==> config.mk <==
export PLATFORM = sky130hd
export DESIGN_NAME = adcctl_host
export DESIGN_NICKNAME = d
export VERILOG_FILES = /design/src/verilog/adcctl_pkg.sv /design/src/verilog/adcctl_host.sv /design/src/verilog/adcctl_fifo.sv
export SDC_FILE = /design/constraint.sdc
export NUM_CORES = 1
export LEC_CHECK = 0
export ABC_AREA = 1
export BUFFER_PORTS_ARGS = -buffer_cell sky130_fd_sc_hd__buf_2
export CAP_MARGIN = 20
export CORE_UTILIZATION = 30
export CTS_BUF_LIST = sky130_fd_sc_hd__clkbuf_4 sky130_fd_sc_hd__clkbuf_8
export DETAILED_ROUTE_END_ITERATION = 7
export GPL_ROUTABILITY_DRIVEN = 1
export SETUP_SLACK_MARGIN = 0.02
export SLEW_MARGIN = 0
export SYNTH_ARGS = -nofsm -noshare
export SYNTH_HDL_FRONTEND = slang
export SYNTH_SLANG_ARGS = --single-unit
==> constraint.sdc <==
create_clock -name clk -period 2.3 [get_ports clk]
set_input_delay 0.23 -clock clk [delete_from_list [all_inputs] [get_ports clk]]
set_output_delay 0.23 -clock clk [all_outputs]
set_load 0.02 [all_outputs]
==> src/verilog/adcctl_pkg.sv <==
// package of timing counts and enumerations for the converter bus controller
package adcctl_pkg;
  localparam int unsigned CLK_PERIOD_PS = 8000;
  // least times in ns as printed
  localparam int unsigned WAKE_NS = 900;
  localparam int unsigned TRACK_NS = 450;
  localparam int unsigned WR_PULSE_NS = 600;
  localparam int unsigned WR_TO_RD_NS = 800;
  localparam int unsigned READ_PULSE_NS = 400;
  localparam int unsigned READ2_PULSE_NS = 180;
  localparam int unsigned CS_RDY_NS = 100;
  localparam int unsigned CONV_RD_NS = 2000;
  // least times round up to whole cycles
  localparam int unsigned WAKE_CYC = (WAKE_NS * 1000 + CLK_PERIOD_PS - 1) / CLK_PERIOD_PS;
  localparam int unsigned TRACK_CYC = (TRACK_NS * 1000 + CLK_PERIOD_PS - 1) / CLK_PERIOD_PS;
  localparam int unsigned WR_PULSE_CYC = (WR_PULSE_NS * 1000 + CLK_PERIOD_PS - 1) / CLK_PERIOD_PS;
  localparam int unsigned WR_TO_RD_CYC = (WR_TO_RD_NS * 1000 + CLK_PERIOD_PS - 1) / CLK_PERIOD_PS;
  localparam int unsigned READ_CYC = (READ_PULSE_NS * 1000 + CLK_PERIOD_PS - 1) / CLK_PERIOD_PS;
  localparam int unsigned READ2_CYC = (READ2_PULSE_NS * 1000 + CLK_PERIOD_PS - 1) / CLK_PERIOD_PS;
  localparam int unsigned CS_RDY_CYC = (CS_RDY_NS * 1000 + CLK_PERIOD_PS - 1) / CLK_PERIOD_PS;
  localparam int unsigned CONV_RD_CYC = (CONV_RD_NS * 1000 + CLK_PERIOD_PS - 1) / CLK_PERIOD_PS;
  localparam int unsigned CNT_W = 9;
  localparam int unsigned DATA_W = 8;
  localparam int unsigned FIFO_DEPTH = 4;
  // mode pin values
  localparam logic MODE_READ = 1'b0;
  localparam logic MODE_WRITE_READ = 1'b1;

  typedef enum logic [9:0] {
    ST_SLEEP = 10'h001,
    ST_WAKE = 10'h002,
    ST_TRACK = 10'h004,
    ST_SEL = 10'h008,
    ST_RD_WAIT = 10'h010,
    ST_WR_LOW = 10'h020,
    ST_WR_GAP = 10'h040,
    ST_RD_LOW = 10'h080,
    ST_RD_HOLD = 10'h100,
    ST_DONE = 10'h200
  } adcctl_state_e;
endpackage

==> src/verilog/adcctl_host.sv <==
// host controller driving the half-flash converter through its bus pins
`timescale 1ns/100ps
`default_nettype none
// Operation
// - select low needed for any strobe
// - wait 900 ns after wake before converting
// - in sleep: mode low, others high
// - read mode: read strobe low starts conversion
// - hold read strobe low until data ready
// - write-read: track, convert on write fall
// - track interval from done before next write
// - internal delay: wait done, then read
// - early read finishes conversion at once
// - tied strobes: each write pulse converts
module adcctl_host #(
  parameter int unsigned FIFO_W = adcctl_pkg::DATA_W,
  parameter int unsigned FIFO_D = adcctl_pkg::FIFO_DEPTH
) (
  // clock and reset
  input wire logic clk,
  input wire logic reset,
  // user control
  input wire logic enable,
  input wire logic write_read_mode,
  input wire logic early_read,
  output logic busy,
  // result stream
  output logic res_valid,
  input wire logic res_ready,
  output logic [FIFO_W-1:0] res_data,
  // converter pins
  output logic sleep_n,
  output logic mode,
  output logic select_n,
  output logic read_strobe_n,
  output logic convert_strobe_n,
  output logic convert_strobe_oe_n,
  input wire logic ready_in,
  input wire logic conv_done_n,
  input wire logic [adcctl_pkg::DATA_W-1:0] result_bus
);
  import adcctl_pkg::*;

  typedef struct packed {
    adcctl_state_e state;
    logic [CNT_W-1:0] cnt;
    logic wr_mode;
    logic early;
    logic sleep_n;
    logic select_n;
    logic rd_n;
    logic wr_n;
    logic push;
    logic [DATA_W-1:0] data;
  } adcctl_host_s;

  adcctl_host_s st_q;
  adcctl_host_s st_d;
  logic fifo_ready;
  logic cnt_zero;
  logic gap_over;

  assign cnt_zero = (st_q.cnt == '0);
  // early read ends the gap on the count, otherwise the done flag ends it
  assign gap_over = st_q.early ? cnt_zero : !conv_done_n;

  adcctl_fifo #(
    .WIDTH(FIFO_W),
    .DEPTH(FIFO_D)
  ) u_fifo (
    .clk(clk),
    .reset(reset),
    .in_valid(st_q.push),
    .in_ready(fifo_ready),
    .in_data(FIFO_W'(st_q.data)),
    .out_valid(res_valid),
    .out_ready(res_ready),
    .out_data(res_data)
  );

  assign sleep_n = st_q.sleep_n;
  assign mode = st_q.wr_mode;
  assign select_n = st_q.select_n;
  assign read_strobe_n = st_q.rd_n;
  assign convert_strobe_n = st_q.wr_n;
  // shared pin is driven by us only in write-read mode
  assign convert_strobe_oe_n = !st_q.wr_mode;
  assign busy = (st_q.state != ST_SLEEP);

  always_comb begin
    st_d = st_q;
    st_d.push = 1'b0;
    if (!cnt_zero) begin
      st_d.cnt = st_q.cnt - 1'b1;
    end
    case (st_q.state)
      ST_SLEEP: begin
        // idle inputs high, mode low in shutdown
        st_d.wr_mode = MODE_READ;
        st_d.select_n = 1'b1;
        st_d.rd_n = 1'b1;
        st_d.wr_n = 1'b1;
        st_d.sleep_n = 1'b0;
        if (enable) begin
          st_d.sleep_n = 1'b1;
          if (write_read_mode) begin
            st_d.wr_mode = MODE_WRITE_READ;
          end else begin
            st_d.wr_mode = MODE_READ;
          end
          st_d.early = early_read;
          st_d.cnt = CNT_W'(WAKE_CYC);
          st_d.state = ST_WAKE;
        end
      end
      ST_WAKE: begin
        if (cnt_zero) begin
          st_d.cnt = CNT_W'(TRACK_CYC);
          st_d.state = ST_TRACK;
        end
      end
      ST_TRACK: begin
        // track interval before each start
        // a full fifo holds us here, so no result is ever dropped
        if (!enable) begin
          st_d.state = ST_SLEEP;
        end else if (cnt_zero && fifo_ready) begin
          st_d.select_n = 1'b0;
          st_d.cnt = CNT_W'(CS_RDY_CYC);
          st_d.state = ST_SEL;
        end
      end
      ST_SEL: begin
        if (cnt_zero) begin
          if (st_q.wr_mode) begin
            st_d.wr_n = 1'b0;
            st_d.cnt = CNT_W'(WR_PULSE_CYC);
            st_d.state = ST_WR_LOW;
          end else begin
            st_d.rd_n = 1'b0;
            st_d.cnt = CNT_W'(CONV_RD_CYC);
            st_d.state = ST_RD_WAIT;
          end
        end
      end
      ST_RD_WAIT: begin
        // read held low until ready goes high
        if (cnt_zero && ready_in) begin
          // data trails ready, so the read stays low one more access time
          st_d.cnt = CNT_W'(READ2_CYC);
          st_d.state = ST_RD_LOW;
        end
      end
      ST_WR_LOW: begin
        if (cnt_zero) begin
          st_d.wr_n = 1'b1;
          if (st_q.early) begin
            st_d.cnt = CNT_W'(WR_TO_RD_CYC);
          end else begin
            st_d.cnt = '0;
          end
          st_d.state = ST_WR_GAP;
        end
      end
      ST_WR_GAP: begin
        if (gap_over) begin
          st_d.rd_n = 1'b0;
          if (st_q.early) begin
            st_d.cnt = CNT_W'(READ_CYC);
          end else begin
            st_d.cnt = CNT_W'(READ2_CYC);
          end
          st_d.state = ST_RD_LOW;
        end
      end
      ST_RD_LOW: begin
        if (cnt_zero) begin
          st_d.state = ST_RD_HOLD;
        end
      end
      ST_RD_HOLD: begin
        // sample while device drives the bus
        st_d.data = result_bus;
        st_d.push = 1'b1;
        st_d.rd_n = 1'b1;
        st_d.select_n = 1'b1;
        st_d.state = ST_DONE;
      end
      ST_DONE: begin
        st_d.cnt = CNT_W'(TRACK_CYC);
        st_d.state = ST_TRACK;
      end
      default: begin
        st_d.state = ST_SLEEP;
      end
    endcase
  end

  always_ff @(posedge clk or posedge reset) begin
    if (reset) begin
      // converter starts shut down with every strobe idle high
      st_q <= '{
        state: ST_SLEEP,
        cnt: '0,
        wr_mode: 1'b0,
        early: 1'b0,
        sleep_n: 1'b0,
        select_n: 1'b1,
        rd_n: 1'b1,
        wr_n: 1'b1,
        push: 1'b0,
        data: '0
      };
    end else begin
      st_q <= st_d;
    end
  end
endmodule
`default_nettype wire

==> src/verilog/adcctl_fifo.sv <==
// small result fifo with valid and ready on both sides
`timescale 1ns/100ps
`default_nettype none
module adcctl_fifo #(
  parameter int unsigned WIDTH = 8,
  parameter int unsigned DEPTH = 4
) (
  // clock and reset
  input wire logic clk,
  input wire logic reset,
  // fill side
  input wire logic in_valid,
  output logic in_ready,
  input wire logic [WIDTH-1:0] in_data,
  // drain side
  output logic out_valid,
  input wire logic out_ready,
  output logic [WIDTH-1:0] out_data
);
  localparam int unsigned AW = (DEPTH > 1) ? $clog2(DEPTH) : 1;

  typedef struct packed {
    logic [DEPTH-1:0][WIDTH-1:0] mem;
    logic [AW-1:0] wr;
    logic [AW-1:0] rd;
    logic [AW:0] cnt;
    logic [WIDTH-1:0] dout;
  } adcctl_fifo_s;

  adcctl_fifo_s st_q;
  adcctl_fifo_s st_d;
  logic push;
  logic pop;

  assign in_ready = (st_q.cnt != (AW+1)'(DEPTH));
  assign out_valid = (st_q.cnt != '0);
  assign out_data = st_q.dout;
  assign push = in_valid && in_ready;
  assign pop = out_valid && out_ready;

  always_comb begin
    st_d = st_q;
    if (push) begin
      st_d.mem[st_q.wr] = in_data;
      st_d.wr = (st_q.wr == AW'(DEPTH - 1)) ? '0 : st_q.wr + 1'b1;
    end
    if (pop) begin
      st_d.rd = (st_q.rd == AW'(DEPTH - 1)) ? '0 : st_q.rd + 1'b1;
    end
    st_d.cnt = st_q.cnt + (AW+1)'(push) - (AW+1)'(pop);
    // head word registered for the read port
    if (st_d.cnt == '0) begin
      st_d.dout = '0;
    end else if (st_q.cnt == '0 || (pop && st_q.cnt == (AW+1)'(1))) begin
      st_d.dout = in_data;
    end else begin
      st_d.dout = st_d.mem[st_d.rd];
    end
  end

  always_ff @(posedge clk or posedge reset) begin
    if (reset) begin
      st_q <= '0;
    end else begin
      st_q <= st_d;
    end
  end
endmodule
`default_nettype wire

# Word-level counts from Yosys, hierarchy flattened
# Cells that the tools add are included.
totals:
  register_bits: 81
  in_bits: 16
  out_inout_bits: 16
  elab_cells: 115
classes:
  addsub: 5
  order_cmp: 3
  n_eq_ne: 27
  mux: 40
  n_reduce_logical: 22
op_table:
  columns: ["op", "n"]
  rows:
  - ["19-bit 2-to-1 mux", 6]
  - ["10-bit one-hot mux with 10 select lines", 1]
  - ["9-bit one-hot mux with 8 select lines", 1]
  - ["34-bit 2-to-1 mux", 1]
  - ["32-bit bitwise mux", 1]
  - ["8-bit 2-to-1 mux", 4]
  - ["9-bit 2-to-1 mux", 3]
  - ["22-bit 2-to-1 mux", 1]
  - ["2-bit inequality test (second input constant)", 11]
  - ["10-bit 2-to-1 mux", 2]
  - ["8-bit binary-select mux with 2-bit select", 1]
  - ["8-bit demux with 2-bit select", 1]
  - ["15-bit 2-to-1 mux", 1]
  - ["10-bit by 1-bit == test with 1-bit output (second input constant)", 1]
  - ["10-bit == test (second input constant)", 1]
  - ["10-bit by 2-bit == test with 1-bit output (second input constant)", 1]
  - ["10-bit by 3-bit == test with 1-bit output (second input constant)", 1]
  - ["10-bit by 4-bit == test with 1-bit output (second input constant)", 1]
  - ["10-bit by 5-bit == test with 1-bit output (second input constant)", 1]
  - ["10-bit by 6-bit == test with 1-bit output (second input constant)", 1]
  - ["10-bit by 7-bit == test with 1-bit output (second input constant)", 1]
  - ["10-bit by 8-bit == test with 1-bit output (second input constant)", 1]
  - ["10-bit by 9-bit == test with 1-bit output (second input constant)", 1]
  - ["10-bit by 1-bit inequality test with 1-bit output (second input constant)", 1]
  - ["other kinds (27)", 52]

# Depth between registers and ports, before layout
# Gate-level depths: netlist of run 1.
depth:
  word_depth: 10
  mapped_depth: 13
  mapped_depth_nobuf: 13

# Hierarchy
# Synthesis of run 1 repeated with hierarchy kept, for this count alone.
unflattened:
  cells_unflattened: 855
  hier_area_um2: 5675.4
by_module_without_submodules:
  columns: ["mod", "n_inst", "cells_per_inst", "area_each_um2", "seq_area_each_um2"]
  rows:
  - ["adcctl_fifo", 1, 460, 3027.9, 1176.1]
  - ["adcctl_host", 1, 395, 2647.5, 855.8]

# Worst setup path after synthesis of run 1
# Ideal clock, no wire load.
synth_path:
  path_type: "reg-to-reg"
  from: "register u_fifo.st_q[10] (netlist bit)"
  to: "register u_fifo.st_q (netlist bit u_fifo.out_data[0])"
  setup_time_ps: 77
  arrival_time_ps: 2291
  t_required_ps: 2223
  setup_slack_ps: -68
  stages_incl_launch_ff: 14
  n_path_buf: 0
  period_less_slack_ps: 2368
  cell_sequence: "dfrtp_1 > nor2_2 > nand2_2 > nand2_4 > inv_1 > ha_1 > inv_1 > ha_1 > fa_1 > xor2_1 > inv_1 > nand2_1 > o21ai_0 > a21oi_1"
synth_lines:
  columns: ["element", "line", "source"]
  rows:
  - ["from (decl)", "adcctl_fifo.sv:30", "adcctl_fifo_s st_q;"]
  - ["from (signal assigned)", "adcctl_fifo.sv:65", "st_q <= st_d;"]

==> results of run 1 <==
[power by group]
group	switching, W	internal [W]	total (W)
Clock	0.000573	0.000390	0.000963
Combinational	0.00211	0.00108	0.00319
Sequential	0.000181	0.00170	0.00188
Total	0.00286	0.00318	0.00604
[worst paths after layout]
path | startpoint | endpoint | depth (start not counted) | slack, ns
setup reg to reg | u_fifo.st_q[10] | u_fifo.out_data[4] | 12 | 0.03
hold / removal | result_bus[4] | st_q[4] | 3 | 0.06
hold reg to reg | select_n | select_n | 2 | 0.47
max in group asynchronous | reset | u_fifo.st_q[31] | 4 | 1.16
min in group asynchronous | reset | st_q[29] | 3 | 0.49
setup / recovery | u_fifo.st_q[10] | u_fifo.out_data[4] | 12 | 0.03
[registers in the layout, summed over array words and instances, names as in the netlist]
signal / cells
select_n: 1
u_fifo.out_data: 8
convert_strobe_n: 1
st_q: 29
read_strobe_n: 1
sleep_n: 1
u_fifo.st_q: 39
mode: 1
[per-stage QoR]
step | hold WS, ns | instances | setup WS [ns]
CTS | 0.04165 | 1065 | 0.02387
finish | 0.05782 | 1068 | 0.03102
floorplan | 0.3396 | 799 | 0.02062
detailed placement | 0.3707 | 1047 | -0.07031
global placement | 0.3600 | 1047 | 0.02916
global route | 0.05413 | 1068 | -0.04463
[critical path: stages (launching register included)]
cell and delay, ns:
dfrtp_1 0.40, nor2_2 0.15, nand2_2 0.09, nand2_4 0.08, inv_4 0.04, ha_4 0.25
inv_2 0.04, ha_4 0.16, fa_2 0.57, nor2_4 0.04, nand2_4 0.13, o21ai_0 0.10
a21oi_1 0.16
[layer usage]
metal	vias to the layer above	part of all wire	track usage
met1	2351	0.45	0.2048
li1	2564	-	-
met4	0	0.018	0.04815
met5	-	0	0
met3	20	0.038	0.03148
met2	103	0.49	0.2908
[final cells by class]
class / instances / share of cell area
multi-input combinational: 557 / 0.4544
clock inverter: 6 / 0.007144
inverter: 135 / 0.08369
sequential: 81 / 0.3315
clock buffer: 9 / 0.02021
tap: 225 / 0.04593
timing repair buffer: 55 / 0.05715
[cells in the mapped netlist (7+ instances only)]
cell     instances  area share
dfrtp_1         77        0.35
buf_4           11       0.015
buf_2            8      0.0074
o21ai_0         65       0.060
nand3_1         84       0.077
nor2_2           7      0.0080
inv_2            8      0.0055
a21oi_1         21       0.019
inv_1          126       0.087
nand2_1        254        0.18
nor2_1          54       0.037
ha_1            11       0.025
[cells by family after synthesis]
group                    after synthesis  share of synthesized area
flip-flops                            81                     0.3734
buffers and inverters                161                     0.1274
XOR/XNOR                               3                   0.004830
AO/OA/AOI/OAI                        101                     0.1023
AND/OR/NAND/NOR                      440                     0.3610
multiplexers                           1                   0.002069
adder cells (fa/ha/maj)               12                    0.02897
[repair_timing]
item / 4_1_cts / 5_1_grt
gates resized for setup: 3 / 17
pin swaps: 4 / 7
setup endpoints to repair: 8 / 8
hold buffers: 1 / 0
buffers inserted: 2 / 3
endpoints found under the hold margin: 22 / 0
==> results_dict.tcl, run 1 <==
set metrics [dict create \
    syn_area_mm2 0.005441 \
    clkSinkCount 81 \
    synth_cell_types 41 \
    worst_slew_pin_slew_ns 1.313 \
    p_leak_nw 3.335 \
    io_pins 32 \
    ctsLongestPathBuffers 2 \
    ys_warn_count 0 \
    postLayoutCellArea_mm2 0.006130 \
    min_period_ns 2.269 \
    drt-pass1-iter-count 5 \
    critPathKind "reg -> reg" \
    n_fill_cell 1891 \
    placed_cell_area_mm2 0.005853 \
    yosysSeqAreaShare 0.3734 \
    slew_headroom 0.1191 \
    async_flop_share 1.000 \
    max_freq_ghz 0.4407 \
    setup_viol 0 \
    drtAntennaViolNets 0 \
    drt_iter0_markers 352 \
    diodes 0 \
    antenna_found_initial 0 \
    finalSetupTns_ns 0 \
    htreeDepth 3 \
    tritoncts "yes" \
    synth_edf_count 0 \
    synth_nets 827 \
    cts_made_buffers 9 \
    cts_root_buffer "clkbuf_8" \
    synth_cells 799 \
    cp_max_fo 8 \
    clock_skew_ns 0.01628 \
    multi_input_area_mm2 0.002785 \
    core_mm2 0.01748 \
    dr_total_vias 5038 \
    wl_per_cell_um 13.65 \
    layout_common_cells "nand2_1, inv_1, nand3_1, dfrtp_1, o21ai_0" \
    drive_above_1_share 0.1590 \
    dieHeight_um 136.7 \
    status "finished, final reports clean" \
    gp_congestion 0.9623 \
    rsz0062_at_grt "yes" \
    worst_setup_path_start_kind "flip-flop" \
    areaGrowthSynthToFinish_pct 12.65 \
    drc 0 \
    ys.flop_type "dfrtp_1" \
    die-area_mm2 0.01868 \
    die_width_um 136.7 \
    worstPathRequired_ns 2.60 \
    grt_usage 0.1657 \
    max-vdd-ir-drop_v 0.0004749 \
    gr-total-overflow 0 \
    fin_crit_sh 0.9865 \
    total_power_w 0.006041 \
    clock_latency_ns 0.38 \
    grt_pass1_wl_um 23700 \
    fin_util 0.3507 \
    layout_commonest_cell "nand2_1" \
    arrival_ns 2.57 \
    cellPowerDensity_mw_per_mm2 985.5 \
    io_buffers 31 \
    ys_ff_latch 81 \
    avgSynthCellArea_um2 6.810 \
    first_global_vias 4704 \
    cap_violations 0 \
    dp_hpwl_um 10550 \
    clk_pin_slew_worst_paths_ns 0.09 \
    finalHoldViolCount 0 \
    nets 867 \
    grt_max_degree 42 \
    start_util 0.3114 \
    num_rows 48 \
    drt-vias-per-instance 4.717 \
    cp-end-kind "flip-flop" \
    slew_violations 0 \
    hold_path_class "in -> reg" \
    routed_wl_um 14580 \
    register_area_mm2 0.002032 \
]
Power figures use the tool's default switching activity.
==> run 2: changes to the inputs <==
- CORE_ASPECT_RATIO: not set -> 1.5
==> run 2 against run 1 <==
Compared with the run above:
- via count fell by 0.52%
- the run now ends with DRC left
- register-to-register slack better by 0.05 ns
- largest cell class unchanged
- first-iteration DRC count is 26% lower
- cell count down 0.47%
- global-route usage is 1.0 points higher
- clock power rose by 18%
- worst setup slack improved by 0.052 ns
==> results_dict.tcl, run 2 (synthesis gave the netlist of run 1 again) <==
set metrics [dict create \
    status "complete, but fails checks" \
    violations "DRC" \
    largest_register_ffs 39 \
    grt_max_degree 82 \
    htreeDepth 3 \
    min_period_ns 2.217 \
    worstReg2RegStart "u_fifo.st_q[10]" \
    core_mm2 0.01787 \
    die_width_um 112.0 \
    areaGrowthSynthToFinish_pct 13.70 \
    routed_wl_um 15570 \
    cts_root_buffer "clkbuf_8" \
    placed_cell_area_mm2 0.005866 \
    drtAntennaViolNets 0 \
    fin_util 0.3463 \
    total_power_w 0.006285 \
    rsz0062_at_grt "yes" \
    drc 1 \
    critPathKind "reg -> reg" \
    die-area_mm2 0.01869 \
    arrival_ns 2.52 \
    clkPwrFrac 0.182 \
    hold_depth 3 \
    worst_slew_pin_slew_ns 0.6002 \
    finalWorstSetupSlack_ns 0.08317 \
    hold_start "result_bus[1]" \
    diodes 0 \
    worst_setup_path_start_kind "flip-flop" \
    first_global_vias 5069 \
    fin_crit_sh 0.9638 \
    cap_violations 0 \
    cp_max_fo 8 \
    reg2reg_setup_slack_ns 0.08 \
    layout_commonest_cell "nand2_1" \
    antenna_found_initial 0 \
    worstReg2RegEnd "u_fifo.out_data[0]" \
    clkSinkCount 81 \
    grt_pass1_wl_um 25550 \
    clock_latency_ns 0.38 \
    drive_above_1_share 0.1667 \
    max_freq_ghz 0.4511 \
    cts_made_buffers 9 \
    cellPowerDensity_mw_per_mm2 1016 \
    num_rows 60 \
    dr_total_vias 5012 \
    drt_iter0_markers 262 \
    comb_power_share 0.516 \
    grt_usage 0.1757 \
    clk_pin_slew_worst_paths_ns 0.09 \
    holdPathEnd "st_q[1]" \
    start_util 0.3046 \
    ctsLongestPathBuffers 2 \
    nets 869 \
    p_leak_nw 3.370 \
    switching_power_w 0.002910 \
    drt-vias-per-instance 4.715 \
    tritoncts "yes" \
    finalSetupTns_ns 0 \
    drt-pass1-iter-count 7 \
    gr-total-overflow 0 \
    cp-end-kind "flip-flop" \
    postLayoutCellArea_mm2 0.006187 \
    seqPwrFrac 0.302 \
    io_buffers 31 \
    worstPathRequired_ns 2.60 \
    gp_congestion 0.9779 \
    power.internal_w 0.003375 \
    slew_headroom 0.5968 \
    wl_per_cell_um 14.65 \
    switching_share 0.4630 \
    layout_common_cells "nand2_1, inv_1, nand3_1, dfrtp_1, o21ai_0" \
    dp_hpwl_um 11600 \
    top_register "u_fifo.st_q" \
    finalHoldViolCount 0 \
    dp_slack_ns -0.06330 \
    dieHeight_um 166.9 \
    clock_skew_ns 0.006854 \
    slew_violations 0 \
    setup_viol 0 \
    io_pins 32 \
    hold_path_class "in -> reg" \
    r2r_cells 13 \
    max-vdd-ir-drop_v 0.0007223 \
]
-- run 2: changes by cell type in the layout (fill, tap and decap cells not counted), sizes merged --
cell      delta
clkinv       -1
clkinvlp     -1
inv          -1
bufinv       +1
buf          +2
clkbuf       +3
-- run 2: worst max-delay path, cell delays in order, from the launching register on --
cell and delay (ns):
dfrtp_1 0.40, nor2_2 0.15, nand2_2 0.09, nand2_4 0.07, inv_4 0.04, ha_4 0.25, inv_2 0.04, ha_4 0.15
fa_2 0.33, xor2_1 0.18, inv_1 0.10, nand2_4 0.15, o21ai_1 0.09, a21oi_1 0.11
-- run 2: worst max path at each step --
| stage | start | endpoint | slack (ns) | cells past startpoint |
|---|---|---|---|---|
| after CTS | u_fifo.st_q[9] | u_fifo.out_data[6] | 0.02 | 13 |
| after detailed placement | u_fifo.st_q[10] | u_fifo.out_data[6] | -0.06 | 13 |
| after floorplan | u_fifo.st_q[10] | u_fifo.out_data[0] | 0.02 | 12 |
| after global placement | u_fifo.st_q[10] | u_fifo.out_data[0] | -0.006 | 13 |
| final | u_fifo.st_q[10] | u_fifo.out_data[0] | 0.08 | 13 |
| after global routing | u_fifo.st_q[10] | u_fifo.out_data[6] | -0.04 | 13 |
-- run 2: cell type report --
cell class              count  area [um2]
multi-input cells         557        2800
fillers                  1976       11680
inverters                 135       513.0
clock buffers              12       152.6
clock inverters             4       52.55
repair buffers             57       365.4
flip-flops and latches     81        2032
well taps                 217       271.5
-- run 2: power groups by stage --
stage | Combinational (W) | Sequential (W) | Clock [W]
4_1_cts | 0.00312 | 0.00190 | 0.00116
3_3_place_gp | 0.00299 | 0.00192 | 0
6_report | 0.00325 | 0.00190 | 0.00114
3_5_place_dp | 0.00301 | 0.00193 | 0
2_1_floorplan | 0.00217 | 0.00192 | 0
5_1_grt | 0.00363 | 0.00193 | 0.00121
-- run 2: routing by layer --
metal	part of all wire	global-route usage	wire, um	up-vias
li1	-	-	-	2569
met1	0.40	0.1884	6234	2315
met2	0.54	0.3351	8364	91
met3	0.024	0.01929	371	37
met4	0.038	0.08870	597	0
met5	0	0	0	-
-- run 2: what timing repair did --
item                                   4_1_cts  5_1_grt
endpoints found under the hold margin       44        0
pin swaps                                    7        3
hold buffers                                 1        0
resized for setup                           10       15
setup endpoints to repair                    8        8
buffers inserted                             3        0
-- run 2: per-stage QoR --
step           instances  hold slack [ns]
6_report            1063          0.06480
5_1_grt             1063          0.06523
4_1_cts             1062          0.05607
3_5_place_dp        1042           0.3933
3_3_place_gp        1042           0.3951
2_1_floorplan        799           0.3396
==> run 3: changes to the inputs <==
- CTS_BUF_LIST: sky130_fd_sc_hd__clkbuf_4 sky130_fd_sc_hd__clkbuf_8 -> sky130_fd_sc_hd__clkbuf_4
==> run 3 against run 2 <==
Compared with the run above:
- the flow still finishes with violations (DRC)
- core utilization about the same
- global-route usage rose by 0.14 points
- register-to-register slack about the same
- combinational power fell by 2%
- cell count is 0.94% higher
- clock skew grew 0.0088 ns
- worst setup slack worse by 0.0057 ns
- hold slack gained 0.032 ns
- routed wire length increased by 1.4%
- critical path type unchanged
==> results_dict.tcl, run 3 (synthesis gave the netlist of run 1 again) <==
set metrics [dict create \
    htreeDepth 3 \
    dr_total_vias 5025 \
    hold_path_class "in -> reg" \
    nets 879 \
    rsz0062_at_grt "yes" \
    max-vdd-ir-drop_v 0.0006981 \
    wl_per_cell_um 14.71 \
    min_period_ns 2.223 \
    setup_viol 0 \
    core_mm2 0.01787 \
    p_leak_nw 3.374 \
    fin_crit_sh 0.9663 \
    first_global_vias 5069 \
    drtAntennaViolNets 0 \
    dp_slack_ns -0.06330 \
    max_freq_ghz 0.4499 \
    drive_above_1_share 0.1554 \
    die_width_um 112.0 \
    cp_max_fo 8 \
    dp.cells 1042 \
    io_buffers 31 \
    critPathKind "reg -> reg" \
    cellPowerDensity_mw_per_mm2 970.8 \
    placed_cell_area_mm2 0.005866 \
    cts_root_buffer "clkbuf_4" \
    drc 1 \
    gp_congestion 0.9779 \
    worst_setup_path_start_kind "flip-flop" \
    cp-end-kind "flip-flop" \
    layout_common_cells "nand2_1, inv_1, nand3_1, dfrtp_1, o21ai_0" \
    clock_latency_ns 0.49 \
    worst_slew_pin_slew_ns 0.6258 \
    layout_commonest_cell "nand2_1" \
    dp_hpwl_um 11600 \
    cts_made_buffers 9 \
    worstPathRequired_ns 2.72 \
    start_util 0.3046 \
    cap_violations 0 \
    areaGrowthSynthToFinish_pct 13.84 \
    diodes 0 \
    violations "DRC" \
    slew_headroom 0.5796 \
    drt-pass1-iter-count 7 \
    io_pins 32 \
    antenna_found_initial 0 \
    die-area_mm2 0.01869 \
    gr-total-overflow 0 \
    final_cells 1073 \
    clk_pin_slew_worst_paths_ns 0.14 \
    tritoncts "yes" \
    routed_wl_um 15790 \
    grt_pass1_wl_um 25700 \
    finalWorstSetupSlack_ns 0.07743 \
    finalHoldViolCount 0 \
    largest_register_ffs 39 \
    arrival_ns 2.64 \
    clkSinkCount 81 \
    top_register "u_fifo.st_q" \
    slew_violations 0 \
    grt_max_degree 82 \
    clock_skew_ns 0.01570 \
    ctsLongestPathBuffers 2 \
    dieHeight_um 166.9 \
    drt-vias-per-instance 4.683 \
    postLayoutCellArea_mm2 0.006195 \
    fin_util 0.3467 \
    num_rows 60 \
    drt_iter0_markers 264 \
    grt_usage 0.1771 \
    status "complete, but fails checks" \
]
run 3: through the flow:
stage | setup TNS (ns) | hold WS, ns | power (W)
6_report | 0 | 0.09637 | 0.006014
5_1_grt | -0.1894 | 0.1127 | 0.006493
4_1_cts | 0 | 0.07191 | 0.005971
3_5_place_dp | -0.3495 | 0.3933 | 0.004937
3_3_place_gp | -0.01341 | 0.3951 | 0.004914
2_1_floorplan | 0 | 0.3396 | 0.004084
run 3: cell type report:
type                            count  area, um2
Inverter                          135      513.0
Fill cell                        1979      11670
Multi-Input combinational cell    557       2774
Tap cell                          217      271.5
Timing Repair Buffer               67      465.4
Clock buffer                       11      82.58
Sequential cell                    81       2032
Clock inverter                      5      56.30
run 3: layer usage:
metal	up-vias	routed length [um]	GRT usage
li1	2584	-	-
met4	0	660	0.09217
met2	77	8367	0.3338
met3	43	373	0.02547
met1	2321	6385	0.1884
met5	-	0	0
run 3: repair_timing:
| action | 4_1_cts | 5_1_grt |
|---|---|---|
| gates resized for setup | 10 | 7 |
| setup endpoints to repair | 8 | 8 |
| hold buffers | 11 | 0 |
| pin swaps | 6 | 3 |
| endpoints found under the hold margin | 87 | 0 |
| setup buffers | 3 | 0 |
run 3: report_power, final:
part           internal (W)  switching, W
logic               0.00110       0.00210
registers           0.00170      0.000191
clock network      0.000355      0.000567
run 3: final timing paths:
kind                                      end            start  slack, ns  depth (start not counted)
setup / recovery           u_fifo.out_data[1]  u_fifo.st_q[10]       0.08                         12
max in group asynchronous            st_q[24]            reset       1.50                          4
setup reg to reg           u_fifo.out_data[1]  u_fifo.st_q[10]       0.08                         12
hold reg to reg                 read_strobe_n    read_strobe_n       0.48                          2
hold / removal                           mode           enable        0.1                          3
min in group asynchronous     u_fifo.st_q[21]            reset       0.40                          4
run 3: critical path, stage by stage, from the launching register on:
cell and delay, ns:
dfrtp_1 0.41, nor2_2 0.16, nand2_2 0.09, nand2_4 0.07, inv_4 0.04, ha_4 0.25, inv_2 0.04, ha_4 0.15
fa_2 0.56, nor2_4 0.05, nand2_4 0.12, o21ai_1 0.09, a21oi_1 0.13
